==> config.mk <==
export PLATFORM = sky130hd
export DESIGN_NAME = dpfs_top
export DESIGN_NICKNAME = d
export VERILOG_FILES = /design/src/design/dpfs_pkg.sv /design/src/design/dpfs_hist_mem.sv /design/src/design/dpfs_top.sv
export SDC_FILE = /design/constraint.sdc
export NUM_CORES = 1
export LEC_CHECK = 0
export BUFFER_PORTS_ARGS = -buffer_cell sky130_fd_sc_hd__buf_4
export CORE_AREA = 2 2 217 219
export DETAILED_ROUTE_END_ITERATION = 16
export DIE_AREA = 0 0 219 221
export HOLD_SLACK_MARGIN = 0.12
export PLACE_DENSITY = 0.6
export RECOVER_POWER = 25
export SETUP_SLACK_MARGIN = 0.15
export SYNTH_ARGS = -nofsm -noshare
export SYNTH_HDL_FRONTEND = slang
export SYNTH_SLANG_ARGS = --single-unit
==> constraint.sdc <==
create_clock -name clk -period 16 [get_ports clk]
set_clock_uncertainty 0.2 [all_clocks]
set_input_delay 1.6 -clock clk [delete_from_list [all_inputs] [get_ports clk]]
set_output_delay 1.6 -clock clk [all_outputs]
set_load 0.02 [all_outputs]
==> src/design/dpfs_pkg.sv <==
// Constants shared by the drive protection fault supervisor.
// Assumes all analog quantities arrive already digitised in the units named.
package dpfs_pkg;
    // Fault bit positions in the latched fault vector.
    localparam int FLT_N = 15;
    localparam int IDX_PHASE_OC = 0;
    localparam int IDX_GROUND_OC = 1;
    localparam int IDX_MOTOR_OT = 2;
    localparam int IDX_PTC_TRIP = 3;
    localparam int IDX_LINK_UV = 4;
    localparam int IDX_LINK_OV = 5;
    localparam int IDX_MODULE_OT = 6;
    localparam int IDX_MODULE_COMM = 7;
    localparam int IDX_SELFTUNE = 8;
    localparam int IDX_PANEL = 9;
    localparam int IDX_AUTODIAG = 10;
    localparam int IDX_FAN = 11;
    localparam int IDX_CPU = 12;
    localparam int IDX_VERSION = 13;
    localparam int IDX_PULSE_FB = 14;
    // Fault numbers, listed from the highest index down to index 0.
    localparam logic [FLT_N-1:0][9:0] FAULT_CODES = {
        10'h0b6, 10'h09e, 10'h050, 10'h0b3, 10'h054,
        10'h2bc, 10'h021, 10'h01f, 10'h033, 10'h016,
        10'h015, 10'h04f, 10'h04e, 10'h04a, 10'h046};
    localparam logic [9:0] ALARM_MODULE_OT = 10'h032;
    localparam logic [9:0] ALARM_PANEL = 10'h2bc;
    // Fault mask bit positions.
    localparam int MASK_GROUND_OC = 0;
    localparam int MASK_MOTOR_OT = 2;
    localparam int MASK_PTC_TRIP = 3;
    localparam int MASK_FAN = 5;
    localparam int MASK_PANEL = 7;
    // Control configuration bit positions.
    localparam int CFG_DERATE_OFF = 0;
    localparam int CFG_DEADTIME_ON = 1;
    // Thermistor limits, millivolts on the analog input.
    localparam logic [13:0] PTC_SHORT_MV = 14'h238c;
    localparam logic [13:0] PTC_OPEN_MV = 14'h0514;
    localparam logic [7:0] AIN_FUNC_PTC = 8'h04;
    localparam logic [7:0] DIN_FUNC_PTC = 8'h1d;
    localparam int DIN_FREQ_INPUT = 1;
    // Derated switching frequency in Hz.
    localparam logic [15:0] DERATED_FREQ_HZ = 16'h07d0;
    // Link voltage limits in volts per supply class.
    localparam logic [1:0] SUPPLY_LOW = 2'h0;
    localparam logic [1:0] SUPPLY_MID = 2'h1;
    localparam logic [10:0] UV_LOW = 11'h0c8;
    localparam logic [10:0] UV_MID = 11'h168;
    localparam logic [10:0] UV_HIGH = 11'h1f4;
    localparam logic [10:0] OV_LOW = 11'h19a;
    localparam logic [10:0] OV_MID = 11'h32a;
    localparam logic [10:0] OV_HIGH = 11'h3e8;
    // Mode and selection codes.
    localparam logic [3:0] SELFTUNE_VECTOR = 4'h1;
    localparam logic [3:0] DEFAULTS_A = 4'h5;
    localparam logic [3:0] DEFAULTS_B = 4'h6;
    localparam logic [3:0] PANEL_IF_REMOTE = 4'h1;
    localparam logic signed [7:0] FAN_ENABLE_C = 8'sh32;
    // Fault history.
    localparam int HIST_DEPTH = 3;
    localparam int HIST_W = 77;
    localparam logic [1:0] HIST_LAST_ADDR = 2'h2;
    localparam logic [7:0] DERATE_MARGIN_C = 8'h05;
endpackage

==> src/design/dpfs_hist_mem.sv <==
// Small register file that keeps the fault history entries.
// Assumes one writer and one reader in the same clock domain.
`timescale 1ns/1ns
`default_nettype none
module dpfs_hist_mem #(
    parameter int W = 77,
    parameter int DEPTH = 3
) (
    // Clock and reset
    input wire logic clk,
    input wire logic rst_n,
    // Write side
    input wire logic wr_en,
    input wire logic [1:0] wr_addr,
    input wire logic [W-1:0] wr_data,
    // Read side
    input wire logic [1:0] rd_addr,
    output logic [W-1:0] rd_data
);
    logic [W-1:0] mem [DEPTH];
    initial
    begin
        if (DEPTH < 1 || DEPTH > 4)
            $error("dpfs_hist_mem depth must be 1 to 4");
    end
    // Entries are cleared at reset so an unwritten slot reads as no fault.
    genvar g;
    generate
        for (g = 0; g < DEPTH; g++)
        begin : g_entry
            always_ff @(posedge clk or negedge rst_n)
            begin
                if (!rst_n)
                    mem[g] <= '0;
                else if (wr_en && wr_addr == 2'(g))
                    mem[g] <= wr_data;
            end
        end
    endgenerate
    always_ff @(posedge clk or negedge rst_n)
    begin
        if (!rst_n)
            rd_data <= '0;
        else if (32'(rd_addr) < DEPTH)
            rd_data <= mem[rd_addr];
        else
            rd_data <= '0;
    end
endmodule
`default_nettype wire

==> src/design/dpfs_top.sv <==
// Fault and alarm supervisor for a motor inverter.
// Assumes all inputs are synchronous to clk and already digitised.
`timescale 1ns/1ns
`default_nettype none
module dpfs_top #(
    parameter int AIN_COUNT = 3,
    parameter int DIN_COUNT = 8,
    parameter logic [7:0] DERATE_MARGIN = dpfs_pkg::DERATE_MARGIN_C
) (
    // Clock and reset
    input wire logic clk,
    input wire logic nrst,
    // Analog thermistor inputs
    input wire logic [AIN_COUNT-1:0][13:0] ain_mv,
    input wire logic [AIN_COUNT-1:0][7:0] ain_function,
    input wire logic [AIN_COUNT-1:0] ain_current_mode,
    // Digital thermistor inputs, high when the sensor reads open
    input wire logic [DIN_COUNT-1:0][7:0] din_function,
    input wire logic [DIN_COUNT-1:0] din_ptc_open,
    input wire logic motor_ptc_trip,
    // Power module temperature and switching frequency
    input wire logic signed [7:0] module_temperature,
    input wire logic signed [7:0] module_alarm_level,
    input wire logic signed [7:0] module_fault_level,
    input wire logic [15:0] switching_frequency_setting,
    input wire logic [15:0] control_configuration,
    // Current and link voltage
    input wire logic phase_overcurrent,
    input wire logic ground_overcurrent,
    input wire logic [1:0] supply_class,
    input wire logic [10:0] link_voltage,
    // Plug-in module, self-tuning and version
    input wire logic module_present,
    input wire logic module_comm_ok,
    input wire logic selftune_done,
    input wire logic [3:0] selftune_mode,
    input wire logic [15:0] stator_resistance,
    input wire logic [15:0] stator_resistance_limit,
    input wire logic stator_resistance_written,
    input wire logic version_valid,
    input wire logic [15:0] nv_version,
    input wire logic [15:0] module_version,
    // Remote panel
    input wire logic [3:0] panel_interface_select,
    input wire logic panel_link_ok,
    input wire logic [8:0] command_source_panel,
    // Fan, pulse feedback, defaults and processor
    input wire logic signed [7:0] internal_temperature,
    input wire logic [15:0] fan_speed,
    input wire logic [15:0] fan_rated_speed,
    input wire logic pulse_feedback_defect,
    input wire logic load_defaults_request,
    input wire logic [3:0] load_defaults_select,
    input wire logic hw_ident_ok,
    input wire logic exec_monitor_error,
    // Fault handling and logged quantities
    input wire logic [15:0] fault_mask,
    input wire logic fault_reset,
    input wire logic [15:0] output_current,
    input wire logic [15:0] output_frequency,
    input wire logic [15:0] logical_status_word,
    input wire logic [1:0] hist_sel,
    // Outputs
    output logic pwm_enable,
    output logic [15:0] switching_frequency,
    output logic load_defaults_start,
    output logic [dpfs_pkg::FLT_N-1:0] fault_active,
    output logic [15:0] present_alarm_number,
    output logic [15:0] present_fault_number,
    output var logic [dpfs_pkg::HIST_W-1:0] hist_entry
);
    import dpfs_pkg::*;

    initial
    begin
        if (AIN_COUNT < 1 || DIN_COUNT < 2 || DERATE_MARGIN > 8'h40)
            $error("dpfs_top parameters out of range");
    end

    // Reset release through two flip-flops.
    logic rst_meta;
    logic rst_n;
    always_ff @(posedge clk or negedge nrst)
    begin
        if (!nrst)
        begin
            rst_meta <= 1'b0;
            rst_n <= 1'b0;
        end
        else
        begin
            rst_meta <= 1'b1;
            rst_n <= rst_meta;
        end
    end

    // Thermistor evaluation per input.
    logic [AIN_COUNT-1:0] ain_trip;
    logic [DIN_COUNT-1:0] din_trip;
    genvar g;
    generate
        for (g = 0; g < AIN_COUNT; g++)
        begin : g_ain
            assign ain_trip[g] = ain_function[g] == AIN_FUNC_PTC
                && ain_current_mode[g]
                && (ain_mv[g] > PTC_SHORT_MV || ain_mv[g] < PTC_OPEN_MV);
        end
        for (g = 0; g < DIN_COUNT; g++)
        begin : g_din
            // A short looks like normal on a digital input.
            if (g == DIN_FREQ_INPUT)
            begin : g_freq
                assign din_trip[g] = 1'b0;
            end
            else
            begin : g_ptc
                assign din_trip[g] = din_function[g] == DIN_FUNC_PTC
                    && din_ptc_open[g];
            end
        end
    endgenerate

    // Module temperature checks and derating.
    wire module_alarm = module_temperature >= module_alarm_level;
    wire module_hot = module_temperature >= module_fault_level;
    wire signed [8:0] derate_level =
        9'(module_alarm_level) - 9'(signed'({1'b0, DERATE_MARGIN}));
    wire derate_on = 9'(module_temperature) >= derate_level
        && !control_configuration[CFG_DERATE_OFF];
    wire [15:0] next_switching_frequency =
        derate_on ? DERATED_FREQ_HZ : switching_frequency_setting;

    // Link voltage limits by supply class.
    wire [10:0] uv_level = supply_class == SUPPLY_LOW ? UV_LOW :
        supply_class == SUPPLY_MID ? UV_MID : UV_HIGH;
    wire [10:0] ov_level = supply_class == SUPPLY_LOW ? OV_LOW :
        supply_class == SUPPLY_MID ? OV_MID : OV_HIGH;

    // Remote panel and fan conditions.
    wire panel_selected = panel_interface_select == PANEL_IF_REMOTE;
    wire panel_broken = panel_selected && !panel_link_ok
        && !fault_mask[MASK_PANEL];
    wire [17:0] fan_meas3 = 18'(fan_speed) * 18'h3;
    wire [17:0] fan_rated2 = 18'(fan_rated_speed) * 18'h2;
    wire rs_high = stator_resistance > stator_resistance_limit;
    wire defaults_sel = load_defaults_select == DEFAULTS_A
        || load_defaults_select == DEFAULTS_B;
    logic version_checked;

    // Raw fault conditions.
    logic [FLT_N-1:0] cond;
    assign cond[IDX_PHASE_OC] = phase_overcurrent;
    assign cond[IDX_GROUND_OC] = ground_overcurrent;
    assign cond[IDX_MOTOR_OT] = |ain_trip || |din_trip;
    assign cond[IDX_PTC_TRIP] = motor_ptc_trip;
    assign cond[IDX_LINK_UV] = link_voltage < uv_level;
    assign cond[IDX_LINK_OV] = link_voltage > ov_level;
    assign cond[IDX_MODULE_OT] = module_hot;
    assign cond[IDX_MODULE_COMM] = module_present && !module_comm_ok;
    assign cond[IDX_SELFTUNE] = rs_high && (stator_resistance_written
        || (selftune_done && selftune_mode == SELFTUNE_VECTOR));
    assign cond[IDX_PANEL] = panel_broken && |command_source_panel;
    assign cond[IDX_AUTODIAG] = load_defaults_request && defaults_sel
        && !hw_ident_ok;
    assign cond[IDX_FAN] = internal_temperature > FAN_ENABLE_C
        && fan_meas3 < fan_rated2;
    assign cond[IDX_CPU] = exec_monitor_error;
    assign cond[IDX_VERSION] = version_valid && !version_checked
        && nv_version != module_version;
    assign cond[IDX_PULSE_FB] = control_configuration[CFG_DEADTIME_ON]
        && pulse_feedback_defect;

    // Masked faults are never latched.
    logic [FLT_N-1:0] mask_vec;
    always_comb
    begin
        mask_vec = '0;
        mask_vec[IDX_GROUND_OC] = fault_mask[MASK_GROUND_OC];
        mask_vec[IDX_MOTOR_OT] = fault_mask[MASK_MOTOR_OT];
        mask_vec[IDX_PTC_TRIP] = fault_mask[MASK_PTC_TRIP];
        mask_vec[IDX_FAN] = fault_mask[MASK_FAN];
        mask_vec[IDX_PANEL] = fault_mask[MASK_PANEL];
    end

    // A new fault in the reset cycle wins over the reset.
    wire [FLT_N-1:0] set_vec = cond & ~mask_vec;
    wire [FLT_N-1:0] new_set = set_vec & ~fault_active;
    wire [FLT_N-1:0] next_fault_active =
        (fault_reset ? '0 : fault_active) | set_vec;

    // Lowest index has priority for the reported number.
    function automatic logic [9:0] pick_code(input logic [FLT_N-1:0] v);
        logic [9:0] c;
        c = 10'h000;
        for (int i = FLT_N - 1; i >= 0; i--)
        begin
            if (v[i])
                c = FAULT_CODES[i];
        end
        return c;
    endfunction

    wire [9:0] next_fault_code = pick_code(next_fault_active);
    wire [9:0] new_code = pick_code(new_set);
    wire [9:0] next_alarm_code = module_alarm ? ALARM_MODULE_OT :
        panel_broken ? ALARM_PANEL : 10'h000;

    always_ff @(posedge clk or negedge rst_n)
    begin
        if (!rst_n)
        begin
            fault_active <= '0;
            pwm_enable <= 1'b0;
            switching_frequency <= 16'h0000;
            load_defaults_start <= 1'b0;
            present_alarm_number <= 16'h0000;
            present_fault_number <= 16'h0000;
            version_checked <= 1'b0;
        end
        else
        begin
            fault_active <= next_fault_active;
            pwm_enable <= ~|next_fault_active;
            switching_frequency <= next_switching_frequency;
            load_defaults_start <= load_defaults_request && defaults_sel
                && hw_ident_ok;
            present_alarm_number <= {6'h00, next_alarm_code};
            present_fault_number <= {6'h00, next_fault_code};
            version_checked <= version_checked || version_valid;
        end
    end

    // Fault history ring of three entries.
    logic [1:0] hist_ptr;
    wire hist_wr = |new_set;
    wire [HIST_W-1:0] hist_wdata = {new_code, output_current, link_voltage,
        output_frequency, module_temperature, logical_status_word};
    wire [1:0] back = hist_sel > HIST_LAST_ADDR ? HIST_LAST_ADDR : hist_sel;
    wire [2:0] rd_sum = 3'(hist_ptr) + 3'(HIST_DEPTH) - 3'(back) - 3'h1;
    wire [1:0] hist_rd_addr = rd_sum >= 3'(HIST_DEPTH) ?
        2'(rd_sum - 3'(HIST_DEPTH)) : rd_sum[1:0];
    always_ff @(posedge clk or negedge rst_n)
    begin
        if (!rst_n)
            hist_ptr <= 2'h0;
        else if (hist_wr)
            hist_ptr <= hist_ptr == HIST_LAST_ADDR ? 2'h0 : hist_ptr + 2'h1;
    end

    dpfs_hist_mem #(
        .W(HIST_W),
        .DEPTH(HIST_DEPTH)
    ) u_hist (
        .clk(clk),
        .rst_n(rst_n),
        .wr_en(hist_wr),
        .wr_addr(hist_ptr),
        .wr_data(hist_wdata),
        .rd_addr(hist_rd_addr),
        .rd_data(hist_entry)
    );

    // Checks.
    a_ain_ptc_trip: assert property (@(posedge clk) disable iff (!rst_n)
        |ain_trip && !fault_mask[MASK_MOTOR_OT]
        |=> fault_active[IDX_MOTOR_OT] && !pwm_enable)
        else $error("analog thermistor trip not latched");
    a_din_freq_skip: assert property (@(posedge clk) disable iff (!rst_n)
        din_trip[DIN_FREQ_INPUT] == 1'b0)
        else $error("frequency input used as thermistor");
    a_derate_freq: assert property (@(posedge clk) disable iff (!rst_n)
        derate_on |=> switching_frequency == DERATED_FREQ_HZ)
        else $error("switching frequency not derated");
    a_derate_disabled: assert property (@(posedge clk) disable iff (!rst_n)
        control_configuration[CFG_DERATE_OFF]
        |=> switching_frequency == $past(switching_frequency_setting))
        else $error("derating active while disabled");
    a_pwm_cut_oc: assert property (@(posedge clk) disable iff (!rst_n)
        phase_overcurrent |=> !pwm_enable && present_fault_number == 16'h0046)
        else $error("overcurrent did not cut pwm");
    a_undervolt_low: assert property (@(posedge clk) disable iff (!rst_n)
        supply_class == SUPPLY_LOW && link_voltage < 11'h0c8
        |=> fault_active[IDX_LINK_UV])
        else $error("undervoltage not raised");
    a_overvolt_mid: assert property (@(posedge clk) disable iff (!rst_n)
        supply_class == SUPPLY_MID && link_voltage > 11'h32a
        |=> fault_active[IDX_LINK_OV])
        else $error("overvoltage not raised");
    a_panel_no_src: assert property (@(posedge clk) disable iff (!rst_n)
        command_source_panel == 9'h000 && !fault_active[IDX_PANEL]
        && !fault_reset |=> !fault_active[IDX_PANEL])
        else $error("panel fault without panel source");
    a_mask_ground: assert property (@(posedge clk) disable iff (!rst_n)
        fault_mask[MASK_GROUND_OC] && !fault_active[IDX_GROUND_OC]
        |=> !fault_active[IDX_GROUND_OC])
        else $error("masked ground fault reported");
    a_fault_sticky: assert property (@(posedge clk) disable iff (!rst_n)
        fault_active[IDX_CPU] && !fault_reset |=> fault_active[IDX_CPU])
        else $error("fault dropped without reset");
    a_version_once: assert property (@(posedge clk) disable iff (!rst_n)
        version_checked && !fault_active[IDX_VERSION]
        |=> !fault_active[IDX_VERSION])
        else $error("version compared more than once");
    a_hist_advance: assert property (@(posedge clk) disable iff (!rst_n)
        hist_wr && hist_ptr == 2'h2 |=> hist_ptr == 2'h0)
        else $error("history pointer did not wrap");
endmodule
`default_nettype wire

---- Word level (Yosys, flattened, before mapping) ----
Index checks and enable logic that the tools add are counted.
W data, S select, Z words.
storage, ports and cells
  output and inout port bits .............. 142
  input port bits ......................... 417
  logic and storage cells ................. 159
  bits in registers ....................... 366
cells by class
  $lt $le $gt $ge ......................... 18
  mux-type cells .......................... 45
  bitwise logic cells ..................... 6
  equality and inequality tests ........... 18
  add/subtract/negate cells ............... 6
  reduce and logical (&&, ||, !) cells .... 51
  multipliers ............................. 1
operators with widths
  kind                     count
  $mux W10                 28
  $mux W77                 3
  $bmux W77 S2             1
  $eq A8 B5 Y1 const B     7
  $mux W8                  7
  $gt A14 B14 Y1 const B   3
  $lt A14 B11 Y1 const B   3
  $and A15 B15 Y15         2
  $logic_and A1 B1 Y1      30
  $reduce_or A15 Y1        2
  $eq A8 B3 Y1 const B     3
  $lt A18 B17 Y1           1
  $mul A16 B2 Y18 const B  1
  $ge A8 B8 Y1             2
  $gt A16 B16 Y1           1
  $mux W16                 1
  $ne A16 B16 Y1           1
  $mux W15                 1
  $not A12 Y15             1
  $not A15 Y15             1
  $or A15 B15 Y15          1
  $gt A11 B10 Y1           1
  $lt A11 B9 Y1            1
  $ge A8 B9 Y1             1
  24 further kinds         42

---- Logic depth before layout (Yosys ltp) ----
  depth after elaboration ................. 22
  gate-level depth with buffers ........... 22
  depth with buffers taken out ............ 20

---- Hierarchy ----
A second synthesis with hierarchy kept.
unflattened totals
  cells, all modules ...................... 1,442
  area total of the unflattened synthesis .. 17,764.5 µm²
modules (own cells, without submodules)
  module         cells each  instances  area each (µm²)
  dpfs_hist_mem  748         1          12,054.1
  dpfs_top       694         1          5,710.5

---- Least setup slack after synthesis ----
Ideal clock, no wire load.
  path type ............................... input to register
  start point ............................. in fan_speed[0]
  end point ............................... reg u_hist.mem[35] (netlist name)
  slack ................................... 10.113 ns
  cell stages on the path ................. 22
  setup time .............................. 0.125 ns
  data arrival time ....................... 5.562 ns
  cell sequence ........................... ha_1 > inv_1 > fa_1 > nand2b_1 > a21o_1 > a211oi_1 > o21a_1 > nor2_1 > xnor2_1 > ha_1 > a21o_1 > a211oi_1 > o211ai_1 > o21a_1 > a2111oi_0 > a21oi_1 > nand4bb_1 > buf_4 > nand3_2 > buf_6 > buf_6 > mux2_4
on the way
  longest elaborated chain between the ends .. 7
ends and longest elaborated chain
  item                           line                 text
  start, declared                dpfs_top.sv:49       input wire logic [15:0] fan_speed,
  $mul A16 B2 Y18                dpfs_top.sv:143      wire [17:0] fan_meas3 = 18'(fan_speed) * 18'h3;
  $lt A18 B17 Y1                 dpfs_top.sv:166      && fan_meas3 < fan_rated2;
  $logic_and A1 B1 Y1            dpfs_top.sv:166
  $and A15 B15 Y15               dpfs_top.sv:186      wire [FLT_N-1:0] set_vec = cond & ~mask_vec;
  $and A15 B15 Y15               dpfs_top.sv:187      wire [FLT_N-1:0] new_set = set_vec & ~fault_active;
  $reduce_or A15 Y1              dpfs_top.sv:235      wire hist_wr = |new_set;
  $logic_and A1 B1 Y1            dpfs_hist_mem.sv:35  else if (wr_en && wr_addr == 2'(g))
  end signal, assigned by index  dpfs_hist_mem.sv:36  mem[g] <= wr_data;
  end, declared                  dpfs_hist_mem.sv:20  logic [W-1:0] mem [DEPTH];
No other way between the ends.
A chain may end at the register's enable or synchronous reset.

---- Worst setup path in the final report ----
  start point ............................. in fan_speed[1]
  end point ............................... reg u_hist.mem[2] (netlist name)
Same word-level chain as after synthesis.

==> results.cfg <==
[timing]
fmax_mhz = 132
hold_viol_final = 0
min_period_ns = 7.56
min_period_over_period_pct = 47.3
tightest_slew_ns = 4.38
rsz0062_at_grt = no
finalMaxSlewViolations = 136
fin_tns_setup_ns = 0
max_slew_margin_pct = -192
setup_viol = 0

[placed_design]
portBuffers = 507
gp_congestion = 0.897
dp_hpwl_um = 40700
dpl.cell_count = 2588

[clock_tree]
root_buffer = clkbuf_16
holdBufCountCts = 0
cts_tree = built
clock_latency_ns = 0.56
ctsLongestPathBuffers = 3
post_cts_resized = 0
cts-buffers-inserted = 39
post_cts_buffers = 0
cts.sinks = 354
h-tree-depth = 2
clk_pin_slew_worst_paths_ns = 0.06

[detailed_routing]
ant_nets = 0
drtIter0Drc = 695
avgViaCountPerCell = 5.08
routedWlPerCell_um = 20.6
firstDrtPassIters = 4
vias = 13515
drc = 0
routed_wl_um = 54800

[outcome]
violations = capacitance limit, slew limit
status = complete, but fails checks

[worst_setup_path]
rr_startpoint = rst_n$_DFF_PN0_
crit_required_ns = 16.24
critPathMaxStageDelay_ns = 0.82
path_buf_inv = 3
end_kind = flop
arrival_ns = 7.80
startpoint_type = input port
worstSetupPathType = in -> reg
r2r_slack_ns = 8.87
cp_slowest_cell = buf_4
startpoint = fan_speed[1]
path_cells = buf_4 -> ha_1 -> inv_1 -> fa_1 -> nand2b_1 -> a21o_1 -> a211oi_1 -> a311o_1 -> or3_1 -> a31oi_1 -> xor2_1 -> ha_1 -> o2111ai_1 -> a21oi_1 -> o21a_1 -> a2111oi_0 -> a21oi_1 -> nand4bb_1 -> nand3_4 -> buf_4 -> mux2_2
crit_family = compound AO/OA/AOI/OAI gates
crit_path_max_fanout = 41

[finish]
instances_no_fill = 2663
fin_nets = 2527
drive_gt1_share_pct = 36.9
syn_to_final_growth_pct = 30.0

[power_and_ir_drop]
p_per_area_nw_per_um2 = 184
p_leak_nw = 11.4
ir_worst_vdd_mv = 0.267

[logic_synthesis]
ys_seq_area_share_pct = 49.3
async_reset_ff_share_pct = 100
synthFlopType = dfrtp_1
yosysTopAreaCellShare_pct = 49.3
synth_cell_types = 73
synth_edf_count = 0
synth_top_cells_by_area = dfrtp_1, mux2_2, ha_1
ys.warnings.count = 0
synth.largest_area_cell = dfrtp_1
avgSynthCellArea_um2 = 11.8
synth_common_cells = dfrtp_1, mux2_2, o21ai_0
ys_seq_elements = 354
synthCells = 1521
yosysMostFrequentCell = dfrtp_1
netlist_area_um2 = 18000

[die]
num_rows = 79
die_x_um = 219
dieArea_um2 = 48400
num_io_pins = 559
core-area_um2 = 46100
die_h_um = 221
initial_utilization_pct = 39.0

[flow_run]
drv_cap = 2

[global_route]
antenna_found_initial = 8
gr-total-overflow = 0
grt_pass1_vias = 14126
grt_pass1_wl_um = 82200
grt_max_degree = 85
track_usage_pct = 22.2

[worst_hold_path]
worstHoldStart = rst_meta$_DFF_PN0_
hold_path.class = reg -> reg
-- final timing paths --
| kind | to | cells past startpoint |
|---|---|---|
| hold reg to reg | rst_n$_DFF_PN0_ | 0 |
| setup / recovery | u_hist.mem[2]$_DFFE_PN0P_ | 21 |
| max in group asynchronous | u_hist.mem[141]$_DFFE_PN0P_ | 3 |
| hold / removal | rst_n$_DFF_PN0_ | 0 |
| setup reg to reg | u_hist.mem[141]$_DFFE_PN0P_ | 3 |
| min in group asynchronous | rst_n$_DFF_PN0_ | 1 |
-- layout make-up --
| cell class | instances | area [um2] |
|---|---|---|
| fill | 4183 | 22700 |
| sequential | 354 | 8860 |
| multi-input combinational | 1020 | 8390 |
| timing repair buffer | 518 | 3630 |
| clock buffer | 58 | 1180 |
| tap | 607 | 759 |
| inverter | 89 | 334 |
| clock inverter | 12 | 180 |
| antenna | 5 | 12.5 |
-- sequential cells by signal, indices dropped and copies added, names as in the netlist --
name and count:
fault_active 15, hist_ptr 2, load_defaults_start 1, present_alarm_number 3
present_fault_number 9, pwm_enable 1, rst_meta 1, rst_n 1
switching_frequency 16, u_hist.mem 228, u_hist.rd_data 76, version_checked 1
-- report_power, final --
part | internal, mW | switching, mW | total (mW) | leakage, nW
logic | 0.848 | 1.01 | 1.86 | 6.49
registers | 1.31 | 0.186 | 1.50 | 4.26
clock network | 0.577 | 0.371 | 0.947 | 0.666
total | 2.74 | 1.57 | 4.31 | 11.4
-- cells in the final DEF (no fill, tap or decap), types with 17 or more instances in the layout --
| cell type | count |
|---|---|
| mux2_2 | 158 |
| nand2_1 | 95 |
| inv_1 | 89 |
| ha_1 | 87 |
| clkbuf_16 | 41 |
| nor2_1 | 57 |
| mux2i_1 | 77 |
| buf_4 | 447 |
| clkbuf_1 | 76 |
| a21oi_1 | 44 |
| dfrtp_1 | 354 |
| nand2b_1 | 17 |
| xnor2_1 | 30 |
| o21ai_0 | 98 |
| conb_1 | 18 |
| nor3_1 | 21 |
| mux2_4 | 67 |
-- metal layers --
metal,wire (um),vias up,GRT usage (%)
met4,1570,8,6.58
met2,26500,343,37.0
li1,-,6382,-
met3,3400,79,5.98
met5,48,-,0
met1,23300,6703,28.2
-- through the flow --
stage / hold slack [ns] / setup slack (ns) / util, % / area, um2 / power, mW
after floorplan: 0.131 / 5.20 / - / 18000 / 2.82
after global placement: 0.138 / 7.99 / 48.3 / 22200 / 3.39
after detailed placement: 0.137 / 7.88 / 48.3 / 22200 / 3.45
after CTS: 0.160 / 8.46 / 51.2 / 23600 / 4.41
after global routing: 0.169 / 7.27 / 50.7 / 23300 / 4.58
final: 0.158 / 8.44 / 50.7 / 23400 / 4.31
-- logic make-up (layout without fill, tap and decap cells) --
logic type,after synthesis,after routing,share of synthesized area (%)
compound gates,246,246,8.54
mux,303,303,19.8
xor+xnor,36,36,1.75
simple gates,329,329,9.83
buf+inv,163,677,4.52
flops,354,354,49.3
other cells,2,23,0.0418
fa+ha+maj,88,88,6.17
-- worst register-to-register path, stage by stage, from the launching register on --
cell	delay (ns)
dfrtp_1	1.71
clkbuf_1	3.18
buf_4	1.02
buf_4	0.95
Note: power is estimated with default switching activity, not from simulation.
